## src/ccs_pkg.sv

```systemverilog
package ccs_pkg;

    // Register byte addresses (three control words, then shared status; interrupt status and mask in the upper bank)
    localparam logic [3:0] CCS_OFF_CTRL1  = 4'h0;
    localparam logic [3:0] CCS_OFF_CTRL2  = 4'h4;
    localparam logic [3:0] CCS_OFF_CTRL3  = 4'h8;
    localparam logic [3:0] CCS_OFF_STATUS = 4'hc;
    localparam logic [3:0] CCS_OFF_IRQ_ST = 4'h0;
    localparam logic [3:0] CCS_OFF_IRQ_MK = 4'h4;

    // Control register field positions
    localparam int CCS_CTRL_REF_SEL_BIT = 4;
    localparam int CCS_CTRL_CH_LSB      = 0;
    localparam int CCS_CTRL_OUT_BIT     = 8;
    localparam int CCS_CTRL_EVT_BIT     = 9;

    // Status register field positions
    localparam int CCS_STAT_IDLE_BIT    = 15;
    localparam int CCS_STAT_EVT_LSB     = 8;
    localparam int CCS_STAT_OUT_LSB     = 0;

    // Reset values
    localparam logic [15:0] CCS_CTRL_RESET = 16'h0000;
    localparam logic [2:0]  CCS_IRQ_RESET  = 3'h0;

    // Number of comparators
    localparam int CCS_NUM = 3;

    // Inverting input selections
    typedef enum logic [1:0] {
        CCS_INV_PIN_B = 2'h0,
        CCS_INV_PIN_C = 2'h1,
        CCS_INV_PIN_D = 2'h2,
        CCS_INV_REF   = 2'h3
    } ccs_inv_sel_type;

endpackage

```

## src/ccs_regs.sv

```systemverilog
`timescale 1ns/100ps
// Notes on behaviour
// - ref select one picks internal reference
// - channel field picks pin B/C/D or reference
// - control bits three and two read zero
// - idle-stop halts all comparators in Idle
// - status 10..8 mirror event flags
// - status 2..0 mirror comparator outputs
module ccs_regs
    import ccs_pkg::*;
(
    input  wire logic        sys_clk_in,
    input  wire logic        nrst_in,
    input  wire logic [4:0]  avs_address_in,
    input  wire logic        avs_read_in,
    input  wire logic        avs_write_in,
    input  wire logic [31:0] avs_writedata_in,
    input  wire logic [3:0]  avs_byteenable_in,
    output logic [31:0]      avs_readdata_out,
    output logic             avs_waitrequest_out,
    input  wire logic [2:0]  comp_out_in,
    input  wire logic        idle_mode_in,
    output logic [2:0]       noninv_ref_sel_out,
    output logic [5:0]       inv_sel_out,
    output logic [2:0]       comp_run_out,
    output logic             irq_out
);

    // Software-visible control fields per comparator
    logic [CCS_NUM-1:0] ref_source_select;
    logic [1:0]         inverting_channel_select [CCS_NUM];
    logic [CCS_NUM-1:0] comp_enable;
    logic [CCS_NUM-1:0] event_flag;
    logic               idle_stop_all;
    logic [CCS_NUM-1:0] irq_status;
    logic [CCS_NUM-1:0] irq_mask;
    logic [CCS_NUM-1:0] out_s1;
    logic [CCS_NUM-1:0] out_s2;
    logic [CCS_NUM-1:0] out_q;
    logic               idle_s1;
    logic               idle_s2;
    logic               busy;
    logic [CCS_NUM-1:0] run;
    logic [CCS_NUM-1:0] evt_set;

    // Address decode helpers
    function automatic logic is_reg(input logic [4:0] a, input logic [3:0] off, input logic bank);
        is_reg = (a[4] == bank) && (a[3:0] == off);
    endfunction

    function automatic logic [15:0] ctrl_word(input int i);
        ctrl_word = CCS_CTRL_RESET;
        ctrl_word[15]                   = comp_enable[i];
        ctrl_word[CCS_CTRL_EVT_BIT]     = event_flag[i];
        ctrl_word[CCS_CTRL_OUT_BIT]     = out_q[i];
        ctrl_word[CCS_CTRL_REF_SEL_BIT] = ref_source_select[i];
        ctrl_word[CCS_CTRL_CH_LSB +: 2] = inverting_channel_select[i];
    endfunction

    wire logic wr = avs_write_in && busy && avs_byteenable_in[0];
    wire logic wr_hi = avs_write_in && busy && avs_byteenable_in[1];

    // Pin-side inputs pass two flops before use
    always_ff @(posedge sys_clk_in) begin
        if (!nrst_in) begin
            out_s1  <= 3'h0;
            out_s2  <= 3'h0;
            idle_s1 <= 1'b0;
            idle_s2 <= 1'b0;
        end else begin
            out_s1  <= comp_out_in;
            out_s2  <= out_s1;
            idle_s1 <= idle_mode_in;
            idle_s2 <= idle_s1;
        end
    end

    // Comparators run when enabled, unless idle-stop and Idle
    assign run = comp_enable & {CCS_NUM{!(idle_stop_all && idle_s2)}};

    // Output and event state per comparator
    generate
        for (genvar g = 0; g < CCS_NUM; g++) begin : g_cmp
            logic [3:0] off_c;
            assign off_c = 4'(g * 4);
            assign evt_set[g] = run[g] && (out_s2[g] != out_q[g]);
            always_ff @(posedge sys_clk_in) begin
                if (!nrst_in) begin
                    out_q[g] <= 1'b0;
                end else if (run[g]) begin
                    out_q[g] <= out_s2[g];
                end
            end
            // Event flag: hardware set wins over software clear
            always_ff @(posedge sys_clk_in) begin
                if (!nrst_in) begin
                    event_flag[g] <= 1'b0;
                end else if (evt_set[g]) begin
                    event_flag[g] <= 1'b1;
                end else if (wr_hi && is_reg(avs_address_in, off_c, 1'b0)) begin
                    event_flag[g] <= avs_writedata_in[CCS_CTRL_EVT_BIT];
                end
            end
            // Control fields
            always_ff @(posedge sys_clk_in) begin
                if (!nrst_in) begin
                    ref_source_select[g]        <= 1'b0;
                    inverting_channel_select[g] <= CCS_INV_PIN_B;
                    comp_enable[g]              <= 1'b0;
                end else begin
                    if (wr && is_reg(avs_address_in, off_c, 1'b0)) begin
                        ref_source_select[g] <= avs_writedata_in[CCS_CTRL_REF_SEL_BIT];
                        inverting_channel_select[g] <= avs_writedata_in[1:0];
                    end
                    if (wr_hi && is_reg(avs_address_in, off_c, 1'b0)) begin
                        comp_enable[g] <= avs_writedata_in[15];
                    end
                end
            end
            // Input routing to the analog front end
            always_ff @(posedge sys_clk_in) begin
                if (!nrst_in) begin
                    noninv_ref_sel_out[g]  <= 1'b0;
                    inv_sel_out[2*g +: 2]  <= CCS_INV_PIN_B;
                end else begin
                    noninv_ref_sel_out[g]  <= ref_source_select[g];
                    inv_sel_out[2*g +: 2]  <= inverting_channel_select[g];
                end
            end
        end
    endgenerate

    // Idle-stop bit: the only writable status bit
    always_ff @(posedge sys_clk_in) begin
        if (!nrst_in) begin
            idle_stop_all <= 1'b0;
        end else if (wr_hi && is_reg(avs_address_in, CCS_OFF_STATUS, 1'b0)) begin
            idle_stop_all <= avs_writedata_in[CCS_STAT_IDLE_BIT];
        end
    end

    // Interrupt status: set by events, cleared by writing one
    always_ff @(posedge sys_clk_in) begin
        if (!nrst_in) begin
            irq_status <= CCS_IRQ_RESET;
            irq_mask   <= CCS_IRQ_RESET;
        end else begin
            if (wr && is_reg(avs_address_in, CCS_OFF_IRQ_ST, 1'b1)) begin
                irq_status <= (irq_status & ~avs_writedata_in[2:0]) | evt_set;
            end else begin
                irq_status <= irq_status | evt_set;
            end
            if (wr && is_reg(avs_address_in, CCS_OFF_IRQ_MK, 1'b1)) begin
                irq_mask <= avs_writedata_in[2:0];
            end
        end
    end

    // Registered outputs
    always_ff @(posedge sys_clk_in) begin
        if (!nrst_in) begin
            irq_out      <= 1'b0;
            comp_run_out <= 3'h0;
        end else begin
            irq_out      <= |(irq_status & irq_mask);
            comp_run_out <= run;
        end
    end

    // Bus: one wait cycle, answer on the second edge
    always_ff @(posedge sys_clk_in) begin
        if (!nrst_in) begin
            busy                <= 1'b0;
            avs_waitrequest_out <= 1'b1;
        end else if (busy) begin
            busy                <= 1'b0;
            avs_waitrequest_out <= 1'b1;
        end else if (avs_read_in || avs_write_in) begin
            busy                <= 1'b1;
            avs_waitrequest_out <= 1'b0;
        end else begin
            avs_waitrequest_out <= 1'b1;
        end
    end

    // Read data mux; unmapped addresses read zero
    always_ff @(posedge sys_clk_in) begin
        if (!nrst_in) begin
            avs_readdata_out <= 32'h0;
        end else if (avs_read_in && !busy) begin
            avs_readdata_out <= 32'h0;
            if (is_reg(avs_address_in, CCS_OFF_CTRL1, 1'b0)) begin
                avs_readdata_out[15:0] <= ctrl_word(0);
            end else if (is_reg(avs_address_in, CCS_OFF_CTRL2, 1'b0)) begin
                avs_readdata_out[15:0] <= ctrl_word(1);
            end else if (is_reg(avs_address_in, CCS_OFF_CTRL3, 1'b0)) begin
                avs_readdata_out[15:0] <= ctrl_word(2);
            end else if (is_reg(avs_address_in, CCS_OFF_STATUS, 1'b0)) begin
                avs_readdata_out[CCS_STAT_IDLE_BIT]        <= idle_stop_all;
                avs_readdata_out[CCS_STAT_EVT_LSB +: 3]   <= event_flag;
                avs_readdata_out[CCS_STAT_OUT_LSB +: 3]   <= out_q;
            end else if (is_reg(avs_address_in, CCS_OFF_IRQ_ST, 1'b1)) begin
                avs_readdata_out[2:0] <= irq_status;
            end else if (is_reg(avs_address_in, CCS_OFF_IRQ_MK, 1'b1)) begin
                avs_readdata_out[2:0] <= irq_mask;
            end
        end
    end

    // Routing outputs follow the control fields one cycle later
    AST_REF_ROUTE: assert property (@(posedge sys_clk_in) disable iff (!nrst_in)
        noninv_ref_sel_out == $past(ref_source_select))
        else $error("reference routing mismatch");

    AST_REF_HOLD: assert property (@(posedge sys_clk_in) disable iff (!nrst_in)
        !wr |=> $stable(ref_source_select))
        else $error("reference select changed without write");

    AST_INV_ROUTE: assert property (@(posedge sys_clk_in) disable iff (!nrst_in)
        inv_sel_out[1:0] == $past(inverting_channel_select[0]))
        else $error("inverting routing mismatch");

    AST_INV_ROUTE_2: assert property (@(posedge sys_clk_in) disable iff (!nrst_in)
        inv_sel_out[3:2] == $past(inverting_channel_select[1]))
        else $error("inverting routing mismatch on second comparator");

    AST_INV_ROUTE_3: assert property (@(posedge sys_clk_in) disable iff (!nrst_in)
        inv_sel_out[5:4] == $past(inverting_channel_select[2]))
        else $error("inverting routing mismatch on third comparator");

    // Unimplemented control bits always read as zero
    AST_UNIMPL_ZERO: assert property (@(posedge sys_clk_in) disable iff (!nrst_in)
        avs_read_in && !busy && avs_address_in == 5'h00 |=> avs_readdata_out[3:2] == 2'h0)
        else $error("unimplemented bits not zero");

    AST_UNIMPL_ZERO_2: assert property (@(posedge sys_clk_in) disable iff (!nrst_in)
        avs_read_in && !busy && avs_address_in == 5'h04 |=> avs_readdata_out[3:2] == 2'h0)
        else $error("unimplemented bits not zero on second comparator");

    AST_UNIMPL_ZERO_3: assert property (@(posedge sys_clk_in) disable iff (!nrst_in)
        avs_read_in && !busy && avs_address_in == 5'h08 |=> avs_readdata_out[3:2] == 2'h0)
        else $error("unimplemented bits not zero on third comparator");

    AST_CTRL_HIGH_ZERO: assert property (@(posedge sys_clk_in) disable iff (!nrst_in)
        avs_read_in && !busy && !avs_address_in[4] |=> avs_readdata_out[31:16] == 16'h0)
        else $error("upper read half not zero");

    // Idle-stop halts every comparator, otherwise enable decides
    AST_IDLE_HALT: assert property (@(posedge sys_clk_in) disable iff (!nrst_in)
        idle_stop_all && idle_s2 |=> comp_run_out == 3'h0)
        else $error("comparators run in idle");

    AST_IDLE_KEEP: assert property (@(posedge sys_clk_in) disable iff (!nrst_in)
        !idle_stop_all |=> comp_run_out == $past(comp_enable))
        else $error("comparator halted without idle-stop");

    AST_AWAKE_KEEP: assert property (@(posedge sys_clk_in) disable iff (!nrst_in)
        !idle_s2 |=> comp_run_out == $past(comp_enable))
        else $error("comparator halted outside idle");

    AST_RUN_OUT: assert property (@(posedge sys_clk_in) disable iff (!nrst_in)
        comp_run_out == $past(run))
        else $error("run output mismatch");

    AST_OUT_FREEZE: assert property (@(posedge sys_clk_in) disable iff (!nrst_in)
        run == 3'h0 |=> $stable(out_q))
        else $error("output moved while halted");

    // Status mirrors of event flags and outputs
    AST_EVT_MIRROR: assert property (@(posedge sys_clk_in) disable iff (!nrst_in)
        avs_read_in && !busy && avs_address_in == 5'h0c |=> avs_readdata_out[10:8] == $past(event_flag))
        else $error("event mirror wrong");

    AST_OUT_MIRROR: assert property (@(posedge sys_clk_in) disable iff (!nrst_in)
        avs_read_in && !busy && avs_address_in == 5'h0c |=> avs_readdata_out[2:0] == $past(out_q))
        else $error("output mirror wrong");

    AST_EVT_CTRL_MIRROR: assert property (@(posedge sys_clk_in) disable iff (!nrst_in)
        avs_read_in && !busy && avs_address_in == 5'h00 |=>
        avs_readdata_out[9:8] == {$past(event_flag[0]), $past(out_q[0])})
        else $error("control word flags wrong");

    AST_OUT_FOLLOW: assert property (@(posedge sys_clk_in) disable iff (!nrst_in)
        run[0] |=> out_q[0] == $past(out_s2[0]))
        else $error("output does not follow comparator");

    AST_EVT_SET_WINS: assert property (@(posedge sys_clk_in) disable iff (!nrst_in)
        evt_set[0] |=> event_flag[0] && irq_status[0])
        else $error("event set lost");

    AST_EVT_SET_WINS_2: assert property (@(posedge sys_clk_in) disable iff (!nrst_in)
        evt_set[1] |=> event_flag[1] && irq_status[1])
        else $error("event set lost on second comparator");

    AST_EVT_SET_WINS_3: assert property (@(posedge sys_clk_in) disable iff (!nrst_in)
        evt_set[2] |=> event_flag[2] && irq_status[2])
        else $error("event set lost on third comparator");

    // Status writes reach only the idle-stop bit
    AST_STAT_WRITE: assert property (@(posedge sys_clk_in) disable iff (!nrst_in)
        wr_hi && avs_address_in == 5'h0c |=> idle_stop_all == $past(avs_writedata_in[15]))
        else $error("idle-stop write lost");

    AST_IDLE_HOLD: assert property (@(posedge sys_clk_in) disable iff (!nrst_in)
        !(wr_hi && avs_address_in == 5'h0c) |=> $stable(idle_stop_all))
        else $error("idle-stop changed without write");

    AST_STAT_RO_EVT: assert property (@(posedge sys_clk_in) disable iff (!nrst_in)
        wr_hi && avs_address_in == 5'h0c && evt_set == 3'h0 |=> $stable(event_flag))
        else $error("status write changed event flags");

    AST_STAT_RO_OUT: assert property (@(posedge sys_clk_in) disable iff (!nrst_in)
        wr && avs_address_in == 5'h0c && run == 3'h0 |=> $stable(out_q))
        else $error("status write changed outputs");

    AST_STAT_GAP_ZERO: assert property (@(posedge sys_clk_in) disable iff (!nrst_in)
        avs_read_in && !busy && avs_address_in == 5'h0c |=>
        avs_readdata_out[14:11] == 4'h0 && avs_readdata_out[7:3] == 5'h0)
        else $error("unimplemented status bits not zero");

    // Bus handshake and interrupt bank
    AST_WAIT_ONE_LOW: assert property (@(posedge sys_clk_in) disable iff (!nrst_in)
        !avs_waitrequest_out |=> avs_waitrequest_out)
        else $error("waitrequest low for two cycles");

    AST_WAIT_ANSWER: assert property (@(posedge sys_clk_in) disable iff (!nrst_in)
        (avs_read_in || avs_write_in) && !busy |=> !avs_waitrequest_out)
        else $error("request not answered");

    AST_IRQ_LEVEL: assert property (@(posedge sys_clk_in) disable iff (!nrst_in)
        irq_out == $past(|(irq_status & irq_mask)))
        else $error("interrupt level mismatch");

    AST_IRQ_CLR: assert property (@(posedge sys_clk_in) disable iff (!nrst_in)
        wr && avs_address_in == 5'h10 && avs_writedata_in[0] && !evt_set[0] |=> !irq_status[0])
        else $error("interrupt status not cleared");

    AST_UNMAPPED_ZERO: assert property (@(posedge sys_clk_in) disable iff (!nrst_in)
        avs_read_in && !busy && avs_address_in == 5'h18 |=> avs_readdata_out == 32'h0)
        else $error("unmapped read not zero");

    // Scenario covers
    COV_IDLE: cover property (@(posedge sys_clk_in) idle_stop_all && idle_s2 && |comp_enable);
    COV_EVT: cover property (@(posedge sys_clk_in) |evt_set);
    COV_IRQ: cover property (@(posedge sys_clk_in) irq_out);
    COV_STAT_READ: cover property (@(posedge sys_clk_in) avs_read_in && !busy && avs_address_in == 5'h0c);
    COV_IRQ_CLEAR: cover property (@(posedge sys_clk_in) wr && avs_address_in == 5'h10 && |irq_status);

endmodule
```

## config.mk

```make
export PLATFORM = sky130hd
export DESIGN_NAME = ccs_regs
export DESIGN_NICKNAME = d
export VERILOG_FILES = /design/src/ccs_pkg.sv /design/src/ccs_regs.sv
export SDC_FILE = /design/constraint.sdc
export NUM_CORES = 1
export LEC_CHECK = 0
export BUFFER_PORTS_ARGS = -buffer_cell sky130_fd_sc_hd__clkbuf_2
export CAP_MARGIN = 20
export CORE_MARGIN = 4
export CORE_UTILIZATION = 44
export CTS_CLUSTER_DIAMETER = 100
export DETAILED_ROUTE_END_ITERATION = 6
export GPL_ROUTABILITY_DRIVEN = 0
export GPL_TIMING_DRIVEN = 0
export HOLD_SLACK_MARGIN = 0.06
export PLACE_DENSITY = 0.76
export SYNTH_ARGS = -nofsm -noshare
export SYNTH_HDL_FRONTEND = slang
export SYNTH_SLANG_ARGS = --single-unit
```

## constraint.sdc

```tcl
create_clock -name sys_clk_in -period 1.5 [get_ports sys_clk_in]
set_clock_uncertainty 0.1 [all_clocks]
set_input_delay 0.15 -clock sys_clk_in [delete_from_list [all_inputs] [get_ports sys_clk_in]]
set_output_delay 0.15 -clock sys_clk_in [all_outputs]
set_load 0.005 [all_outputs]
```

======== Word level (Yosys, flattened, before mapping) ========
Memory sizes are Yosys's and may differ from the RTL's.
Index checks and enable logic that the tools add are counted.
storage, ports and cells
  logic and storage cells ................. 113
  input bits .............................. 49
  memory bits (writable) .................. 6
  memories kept ........................... 1
  bits in registers ....................... 58
  output and inout port bits .............. 46
cells by class
  multiplexer cells ....................... 33
  bitwise gates (word level) .............. 11
  eq/ne operators ......................... 6
  reduce and logical (&&, ||, !) cells .... 32
memories
  memory                    words  bits a word  rd ports  clocked after memory_dff  write ports  RTL line        RTL
  inverting_channel_select  3      2            3         0                         3            ccs_regs.sv:31  logic [1:0] inverting_channel_select [CCS_NUM];
operators with widths
  operator            number
  $mux 16             2
  $logic_and 1x1->1   23
  $mux 3              7
  $mux 1              20
  $and 3x3->3         3
  $eq 4x4->1 const B  2
  $mux 2              4
  $or 3x3->3          2
  $reduce_bool 2->1   3
  $eq 4x3->1 const B  1
  $logic_not 4->1     1
  $ne 1x1->1          3
  $not 3->3           1
  $or 1x1->1          3
  $reduce_or 3->1     1
  $logic_not 1->1     2
  $not 1->1           2
  $reduce_or 2->1     1
  $logic_or 1x1->1    1

======== Logic depth before layout (Yosys ltp) ========
Gate-level depths: netlist of the first run.
  depth in word-level cells ............... 8
  depth in mapped cells ................... 5
  gate-level depth less buffers ........... 4

======== Worst setup path after synthesis of the first run ========
No wires, ideal clock.
  path type ............................... input to register
  start ................................... input avs_address_in[4]
  end ..................................... register event_flag[0]
  setup slack ............................. -92 ps
  stages on the path ...................... 4
  library setup time ...................... 115 ps
  required time ........................... 1,285 ps
  arrival time ............................ 1,378 ps
  buffers on the path ..................... 0
  cell sequence ........................... or4_4 -> nor3_4 -> mux2_1 -> o21a_1
on the way
  cells in the longest elaborated chain, start to end .. 4
ends and longest elaborated chain
  what                            RTL line         RTL
  start: declaration              ccs_regs.sv:14   input wire logic [4:0] avs_address_in,
  $not 1->1                       ccs_regs.sv:48   is_reg = (a[4] == bank) && (a[3:0] == off);
  $logic_and 1x1->1               ccs_regs.sv:48
  $logic_and 1x1->1               ccs_regs.sv:100  end else if (wr_hi && is_reg(avs_address_in, off_c, 1'b0)) begin
  $reduce_bool 2->1 (no line)     -
  end signal: indexed assignment  ccs_regs.sv:101  event_flag[g] <= avs_writedata_in[CCS_CTRL_EVT_BIT];
  end: declaration                ccs_regs.sv:33   logic [CCS_NUM-1:0] event_flag;
No other way between the ends.
A chain may end at the register's enable or synchronous reset.

======== Final worst setup path of the first run ========
Same ends and word-level chain as after synthesis.

==> results.toml, run 1 <==
[setup_path]
crit_path_max_fanout = 6
crit_family = "simple AND/OR/NAND/NOR gates"
critPathKind = "input port to flop"
critPathLaunchType = "input port"
critPathCaptureType = "flop"
cp.required_ns = 1.62
crit_chain = "clkbuf_2, or4_4, nor3_4, mux2_1, o21a_1"
critPathArrivalTime_ns = 1.56
cp_num_buf_inv = 1
max_stage_delay_ns = 0.59
worst_path_max_delay_cell = "or4_4"

[job]
drv_cap = 0

[synth]
netlist_area_mm2 = 0.00244
yosysWarnings = 0
yosysSeqAreaShare_pct = 48.4
synthSimpleGateAreaFrac_pct = 21.8
synthMuxAreaShare_pct = 8.41
synthFlopType = "dfxtp_1"
ys_async_sr_fraction_pct = 0
synthXorXnorAreaFrac_pct = 1.08
avgSynthCellArea_um2 = 9.34
synth_adder_area_share_pct = 0
synth_edf_count = 6
synthCells = 261
synth-compound-area-share_pct = 10.0
synth_top_family_by_area = "simple AND/OR/NAND/NOR gates"
synth_cell_types = 43
ys_seq_elements = 56

[sta]
hold_viol = 0
tightest_slew_ns = 0.545
fin_setup_tns_ns = 0
timing.final.max_slew_violations = 0
finalSetupViolations = 0
fmax_ghz = 0.694
relSlewSlack_pct = 63.7
setup_ws_ns = 0.0593
period_share_pct = 96.0
period_minus_slack_ns = 1.44
rsz0062_at_grt = "true"

[clock_network]
cts.sinks = 56
htreeDepth = 2
path_clk_slew_ns = 0.09
cts_inserted_buffers = 5
clkLatencyLatePin_ns = 0.31
clk_path_buf_depth = 2
cts-root-buf = "clkbuf_8"
tritoncts = "built"

[routing]
finalWirelength_um = 5850
postRouteAntennaNets = 0
via_per_inst = 4.99
wire_per_inst_um = 14.1
dr_wl_met2_um = 2840
highest_layer = "met4"
drc_errors = 0
wl_met3_um = 369
drtIter0Drc = 215
vias = 2066
met1Wirelength_um = 2510
dr.pass1.iters = 4

[placed_design]
post-place-ws_ns = -0.321
dpl.hpwl_um = 4340
io_buffers = 42

[floorplan]
std_cell_rows = 26
die_h_um = 82.4
core_area_mm2 = 0.00524
dieArea_mm2 = 0.00680
die_x_um = 82.4
start_util_pct = 46.6
io_pins = 95

[power_and_ir_drop]
p_leak_uw = 0.00138
power_uw = 2740
power.density_mw_per_mm2 = 896
ir_drop_mv = 0.484

[cells_and_area]
drive_gt1_share_pct = 26.5
syn_to_final_growth_pct = 25.6
final_nets = 392
antenna_cells = 0

[global_route]
antenna_found_initial = 0
grt_max_degree = 17
grt_remaining_overflow = 0
grt_pass1_wl_um = 9130
grt_usage_pct = 18.0
grt_pass1_vias = 1903

[outcome]
outcome = "completed"

[hold_path]
worstHoldPathType = "input port to flop"
[cells in the final DEF (no fill, tap or decap), types with 2 or more instances in the layout]
master / instances
o21ai_0: 4
and3_1: 5
dlygate4sd3_1: 10
clkbuf_8: 5
buf_4: 25
nand2_1: 19
a221oi_1: 2
and2_1: 15
nor2_1: 26
nor3_2: 2
buf_2: 2
a311oi_1: 2
mux2i_1: 16
dfxtp_1: 49
inv_1: 4
o2bb2ai_1: 2
nand3_1: 18
a21oi_1: 13
a31oi_1: 3
clkbuf_2: 45
conb_1: 24
o21a_1: 2
nor3_1: 4
a311o_1: 2
edfxtp_1: 6
xor2_1: 2
nor2b_1: 5
o221ai_1: 2
mux2_2: 3
clkbuf_1: 6
[cells by family (layout without fill, tap and decap cells)]
logic type / Yosys count / in the layout
AND/OR/NAND/NOR: 104 / 104
multiplexers: 20 / 20
flip-flops: 56 / 56
XOR/XNOR: 3 / 3
buffers and inverters: 41 / 101
AO/OA/AOI/OAI: 36 / 36
other: 1 / 24
[layer usage]
metal | track usage [%] | up-vias
li1 | - | 1020
met2 | 30.0 | 81
met3 | 3.69 | 14
met5 | 0 | -
met4 | 6.31 | 0
met1 | 23.0 | 951
[cell usage after synthesis (all sizes together) (2+ instances only)]
library cell	count	area, µm²
dfxtp	50	1000
buf	27	194
nor2	26	97.6
nand2	19	71.3
nand3	19	95.1
mux2i	16	160
and2	15	93.8
a21oi	13	65.1
clkbuf	9	33.8
nor3	7	51.3
and3	6	37.5
edfxtp	6	180
inv	5	18.8
nor2b	5	31.3
mux2	4	45.0
o21ai	4	20.0
a31oi	3	18.8
a221oi	2	17.5
a311o	2	20.0
a311oi	2	17.5
o21a	2	15.0
o221ai	2	17.5
o2bb2ai	2	17.5
xor2	2	17.5
[tightest hold or removal path, stage by stage]
cell      delay (ns)
clkbuf_2        0.10
mux2i_1         0.06
a21oi_1         0.13
[worst paths after layout]
path | cells past startpoint | slack (ns) | to | startpoint
worst max register to register | 4 | 0.09 | event_flag[0] | busy
worst min-delay path | 3 | 0.06 | event_flag[1] | avs_writedata_in[9]
worst min register to register | 1 | 0.34 | out_s2[1] | out_s1[1]
worst max-delay path | 5 | 0.06 | event_flag[0] | avs_address_in[4]
[state kept, by name (all words and copies together), names as in the netlist]
signal                    flops
busy                          1
inverting_channel_select      6
comp_run_out                  3
idle_stop_all                 1
idle_s2                       1
out_s1                        3
event_flag                    3
avs_readdata_out              8
irq_status                    3
inv_sel_out                   6
out_q                         3
idle_s1                       1
out_s2                        3
irq_mask                      3
irq_out                       1
comp_enable                   3
ref_source_select             3
noninv_ref_sel_out            3
avs_waitrequest_out           1
[per-stage QoR]
| stage | cells | util [%] | cell area [µm²] | hold slack (ns) |
|---|---|---|---|---|
| 2_1_floorplan | 284 | - | 2530 | 0.159 |
| 3_3_place_gp | 396 | 54.0 | 2830 | 0.259 |
| 3_5_place_dp | 396 | 54.0 | 2830 | 0.260 |
| 4_1_cts | 414 | 58.2 | 3050 | 0.0626 |
| 5_1_grt | 414 | 58.5 | 3060 | 0.0795 |
| 6_report | 414 | 58.5 | 3060 | 0.0633 |
[final cells by class]
cell class,instances,area (µm²)
repair buffers,53,318
inverters,5,18.8
plain buffers,35,228
multi-input cells,187,1120
fillers,466,2170
flip-flops and latches,56,1180
clock buffers,7,97.6
well taps,70,87.6
clock inverters,1,5.00
[repair_timing]
action,in CTS,in global routing
hold buffers,10,0
setup endpoints to repair,12,7
cloned,0,0
pin swaps,2,2
gates resized for setup,3,8
setup buffers,1,0
hold endpoints to repair,17,0
[where the power goes]
group	total (µW)	leakage [µW]	switching (µW)	internal, µW
registers	1560	0.000469	16.9	1540
logic	282	0.000861	155	127
clock network	903	0.0000534	474	429
total	2740	0.00138	646	2100
(Power assumes the default switching activity.)
==> inputs of run 2 (changes only) <==
CORE_UTILIZATION = 35   (was 44)
PLACE_DENSITY = unset   (was 0.76)
==> results.toml, run 2 (same netlist as run 1, synthesis figures left out) <==
[job]
drv_cap = 0

[floorplan]
dieArea_mm2 = 0.00837
core_area_mm2 = 0.00679
io_pins = 95
start_util_pct = 35.9
die_x_um = 91.5
std_cell_rows = 30
die_h_um = 91.5

[setup_path]
r2r_slack_ns = 0.08
max_stage_delay_ns = 0.59
critPathLaunchType = "input port"
crit_chain = "clkbuf_2, or4_4, nor3_4, mux2_1, o21a_1"
critPathCaptureType = "flop"
timing.rr.start = "busy"
crit_path_max_fanout = 5
r2r_cells = 4
cp.required_ns = 1.61
worst_path_max_delay_cell = "or4_4"
critPathArrivalTime_ns = 1.59
critPathKind = "input port to flop"
r2r_end = "event_flag[0]"

[cells_and_area]
fillers = 700
final_cell_mix = "dfxtp_1, clkbuf_2, nor2_1"
largest_reg_flops = 8
syn_to_final_growth_pct = 27.6
final_nets = 393
antenna_cells = 0
area.sequential_mm2 = 0.00118
final_common_cell = "dfxtp_1"
reg.largest.list = "avs_readdata_out x8, inv_sel_out x6, inverting_channel_select x6"
drive_gt1_share_pct = 26.1
multi_input_area_mm2 = 0.00113
regMostFlops = "avs_readdata_out"
final_cells = 441

[routing]
postRouteAntennaNets = 0
finalWirelength_um = 5870
dr.pass1.iters = 4
drc_errors = 0
via_per_inst = 4.56
drtIter0Drc = 92
wire_per_inst_um = 13.3
vias = 2010

[clock_network]
path_clk_slew_ns = 0.09
clkLatencyLatePin_ns = 0.31
clk_path_buf_depth = 2
cts_inserted_buffers = 5
tritoncts = "built"
htreeDepth = 2
cts.sinks = 56
cts-root-buf = "clkbuf_8"

[global_route]
antenna_found_initial = 0
grt_pass1_vias = 1963
gr-usage-met3_pct = 3.07
grt_pass1_wl_um = 9560
grt_busiest_layer = "met2"
met1_usage_pct = 18.7
grt_remaining_overflow = 0
grt_usage_pct = 14.3
grt_max_degree = 17
grt_use_met2_pct = 22.7

[placed_design]
post-place-ws_ns = -0.279
dp_cells = 422
io_buffers = 42
dpl.hpwl_um = 4410

[sta]
rsz0062_at_grt = "true"
setup_ws_ns = 0.0199
fmax_ghz = 0.676
period_share_pct = 98.7
period_minus_slack_ns = 1.48
finalSetupViolations = 0
tightest_slew_ns = 0.571
timing.final.max_slew_violations = 0
hold_viol = 0
relSlewSlack_pct = 61.9

[hold_path]
worstHoldPathType = "input port to flop"
whs_endpoint = "event_flag[2]"
worstHoldStart = "avs_writedata_in[9]"
holdPathStages = 3

[outcome]
outcome = "completed"

[power_and_ir_drop]
power.density_mw_per_mm2 = 898
p_leak_uw = 0.00139
ir_drop_mv = 0.358
==> run 2: cell types whose count changed in the layout (fill, tap and decap cells not counted), sizes merged <==
cell and change:
buf +2, dlygate4sd3 +1, bufinv +1, clkinv +1
clkbuf -4
==> run 2: metrics by stage <==
stage	power, µW	area (µm²)	hold WS (ns)	utilization (%)	TNS, ns
floorplan	1750	2530	0.159	-	-0.0421
global placement	1840	2860	0.262	42.1	-3.09
detailed placement	1850	2860	0.263	42.1	-2.97
CTS	2830	3080	0.0800	45.3	0
global route	2910	3110	0.114	45.8	-0.00594
finish	2790	3110	0.0814	45.8	0
==> run 2: how the worst max path moves through the flow <==
stage | slack (ns) | cells after the start | from | endpoint
after floorplan | -0.04 | 4 | avs_address_in[4] | event_flag[0]
after global placement | -0.28 | 5 | avs_address_in[4] | event_flag[0]
after detailed placement | -0.28 | 5 | avs_address_in[4] | event_flag[0]
after CTS | 0.01 | 4 | busy | event_flag[0]
after global routing | -0.004 | 5 | busy | avs_readdata_out[1]
final | 0.02 | 5 | avs_address_in[0] | event_flag[0]
==> run 2: where the power goes <==
part	switching (µW)	total, µW	leakage, µW	internal [µW]
logic	156	286	0.000865	130
registers	14.5	1560	0.000469	1540
clock network	463	950	0.0000532	487
==> run 2: repair_timing <==
action	in CTS	in global routing
setup buffers	0	1
hold buffers	11	0
hold endpoints to repair	17	0
endpoints found under the setup margin	11	10
pin swaps	0	2
gates resized for setup	3	10
==> run 2: area by class of cell <==
type	instances	share of cell area (%)
flip-flops and latches	56	38.0
repair buffers	54	10.5
clock buffers	5	2.21
well taps	96	3.86
inverters	5	0.603
plain buffers	35	7.32
clock inverters	3	1.21
multi-input cells	187	36.2
==> run 2: per-layer routing <==
layer | vias up | wire length [µm]
met1 | 912 | 2740
met3 | 8 | 360
met4 | 0 | 120
met5 | - | 0
met2 | 57 | 2650
li1 | 1033 | -
==> run 2: worst max-delay path, delay by kind of cell <==
family	cells	cell delay [ns]
multiplexers	1	0.34
AO/OA/AOI/OAI	1	0.16
buffers and inverters	1	0.14
AND/OR/NAND/NOR	2	0.79
==> inputs of run 3 (changes only) <==
CORE_UTILIZATION = 33   (was 35)
PLACE_DENSITY = 0.68   (was unset)
==> results.toml, run 3 (same netlist as run 1, synthesis figures left out) <==
[outcome]
outcome = "completed"

[cells_and_area]
final_common_cell = "dfxtp_1"
final_nets = 393
final_cells = 444
largest_reg_flops = 8
final_cell_mix = "dfxtp_1, clkbuf_2, nor2_1, buf_4, conb_1"
antenna_cells = 0
regMostFlops = "avs_readdata_out"
fin_util_pct = 43.3
syn_to_final_growth_pct = 28.2
reg.largest.list = "avs_readdata_out x8, inv_sel_out x6, inverting_channel_select x6"
drive_gt1_share_pct = 27.0

[setup_path]
crit_chain = "buf_4, or4_4, nor3_4, mux2_4, o21a_1"
critPathLaunchType = "input port"
crit_path_max_fanout = 6
critPathKind = "input port to flop"
max_stage_delay_ns = 0.57
critPathArrivalTime_ns = 1.61
r2r_slack_ns = 0.08
timing.rr.start = "busy"
critPathCaptureType = "flop"
crit_family = "simple AND/OR/NAND/NOR gates"
crit_start = "avs_address_in[4]"
r2r_cells = 4
r2r_end = "event_flag[0]"
cp.required_ns = 1.62
cp_num_buf_inv = 1
worst_path_max_delay_cell = "or4_4"

[power_and_ir_drop]
p_leak_uw = 0.00139
switching_share_pct = 24.0
p_seq_share_pct = 54.3
p_comb_share_pct = 10.0
power.density_mw_per_mm2 = 917
p_int_uw = 2180
ir_drop_mv = 0.355
clkPwrFrac_pct = 35.7
power_switching_uw = 688

[clock_network]
clkLatencyLatePin_ns = 0.31
cts.sinks = 56
cts-root-buf = "clkbuf_8"
cts_inserted_buffers = 5
clk_path_buf_depth = 2
htreeDepth = 2
path_clk_slew_ns = 0.11
tritoncts = "built"

[sta]
period_share_pct = 98.9
relSlewSlack_pct = 64.0
setup_ws_ns = 0.0161
period_minus_slack_ns = 1.48
timing.final.max_slew_violations = 0
finalSetupViolations = 0
fmax_ghz = 0.674
hold_viol = 0
tightest_slew_ns = 0.541
fin_setup_tns_ns = 0
hold_slack_ns = 0.0937

[routing]
finalWirelength_um = 5980
wire_per_inst_um = 13.5
dr.pass1.iters = 4
postRouteAntennaNets = 0
drtIter0Drc = 149
vias = 2071
drc_errors = 0
via_per_inst = 4.66

[global_route]
antenna_found_initial = 0
grt_pass1_wl_um = 9520
grt_pass1_vias = 1970
grt_usage_pct = 13.8
grt_max_degree = 19
grt_remaining_overflow = 0

[placed_design]
dp_cells = 425
post-place-ws_ns = -0.278
dpl.hpwl_um = 4540
io_buffers = 42

[floorplan]
start_util_pct = 33.8
die_h_um = 94.0
io_pins = 95
std_cell_rows = 31
die_x_um = 94.0
core_area_mm2 = 0.00721
dieArea_mm2 = 0.00883

[hold_path]
worstHoldStart = "avs_writedata_in[9]"
whs_endpoint = "event_flag[1]"
worstHoldPathType = "input port to flop"
holdPathStages = 3

[job]
drv_cap = 0
==> run 3: final cells by class <==
cell class | instances | area, µm²
sequential | 56 | 1180
clock inverter | 3 | 45.0
buffer | 35 | 228
timing repair buffer | 54 | 330
multi-input combinational | 187 | 1130
inverter | 5 | 18.8
fill | 775 | 4090
clock buffer | 5 | 68.8
tap | 99 | 124
==> run 3: worst max path at each step <==
stage	end	slack, ns	cells after the start
floorplan	event_flag[0]	-0.04	4
global placement	event_flag[0]	-0.26	5
detailed placement	event_flag[0]	-0.28	5
CTS	event_flag[0]	0.02	4
global route	event_flag[0]	-0.001	5
finish	event_flag[0]	0.02	5
==> run 3: through the flow <==
stage	cell area (µm²)	power, µW
after CTS	3090	2880
after detailed placement	2870	1840
after global placement	2870	1840
after global routing	3130	2980
final	3130	2870
after floorplan	2530	1750
==> run 3: timing repair <==
item / 4_1_cts / 5_1_grt
hold endpoints to repair: 18 / 0
endpoints found under the setup margin: 9 / 9
resized for setup: 3 / 13
pin swaps: 0 / 3
hold buffers: 11 / 0
buffers inserted: 0 / 1
==> run 3: metal layers <==
layer	up-vias	part of all wire (%)	track usage (%)
li1	1021	-	-
met1	950	45	17.1
met2	83	47	22.4
met3	17	5.6	3.13
met4	0	3.0	6.98
met5	-	0	0
==> run 3: power by group through the flow <==
stage	sequential [µW]	clock [µW]	combinational, µW
3_5_place_dp	1590	0	252
4_1_cts	1560	1040	278
5_1_grt	1560	1100	318
6_report	1560	1020	286
2_1_floorplan	1590	0	156
3_3_place_gp	1590	0	249
==> run 3: worst reg2reg max path, delay by kind of cell (launching register included) <==
kind,cells,cell delay (ns)
muxes,1,0.32
DFF,1,0.39
and+or+nand+nor,2,0.37
AOI/OAI and AO/OA,1,0.16
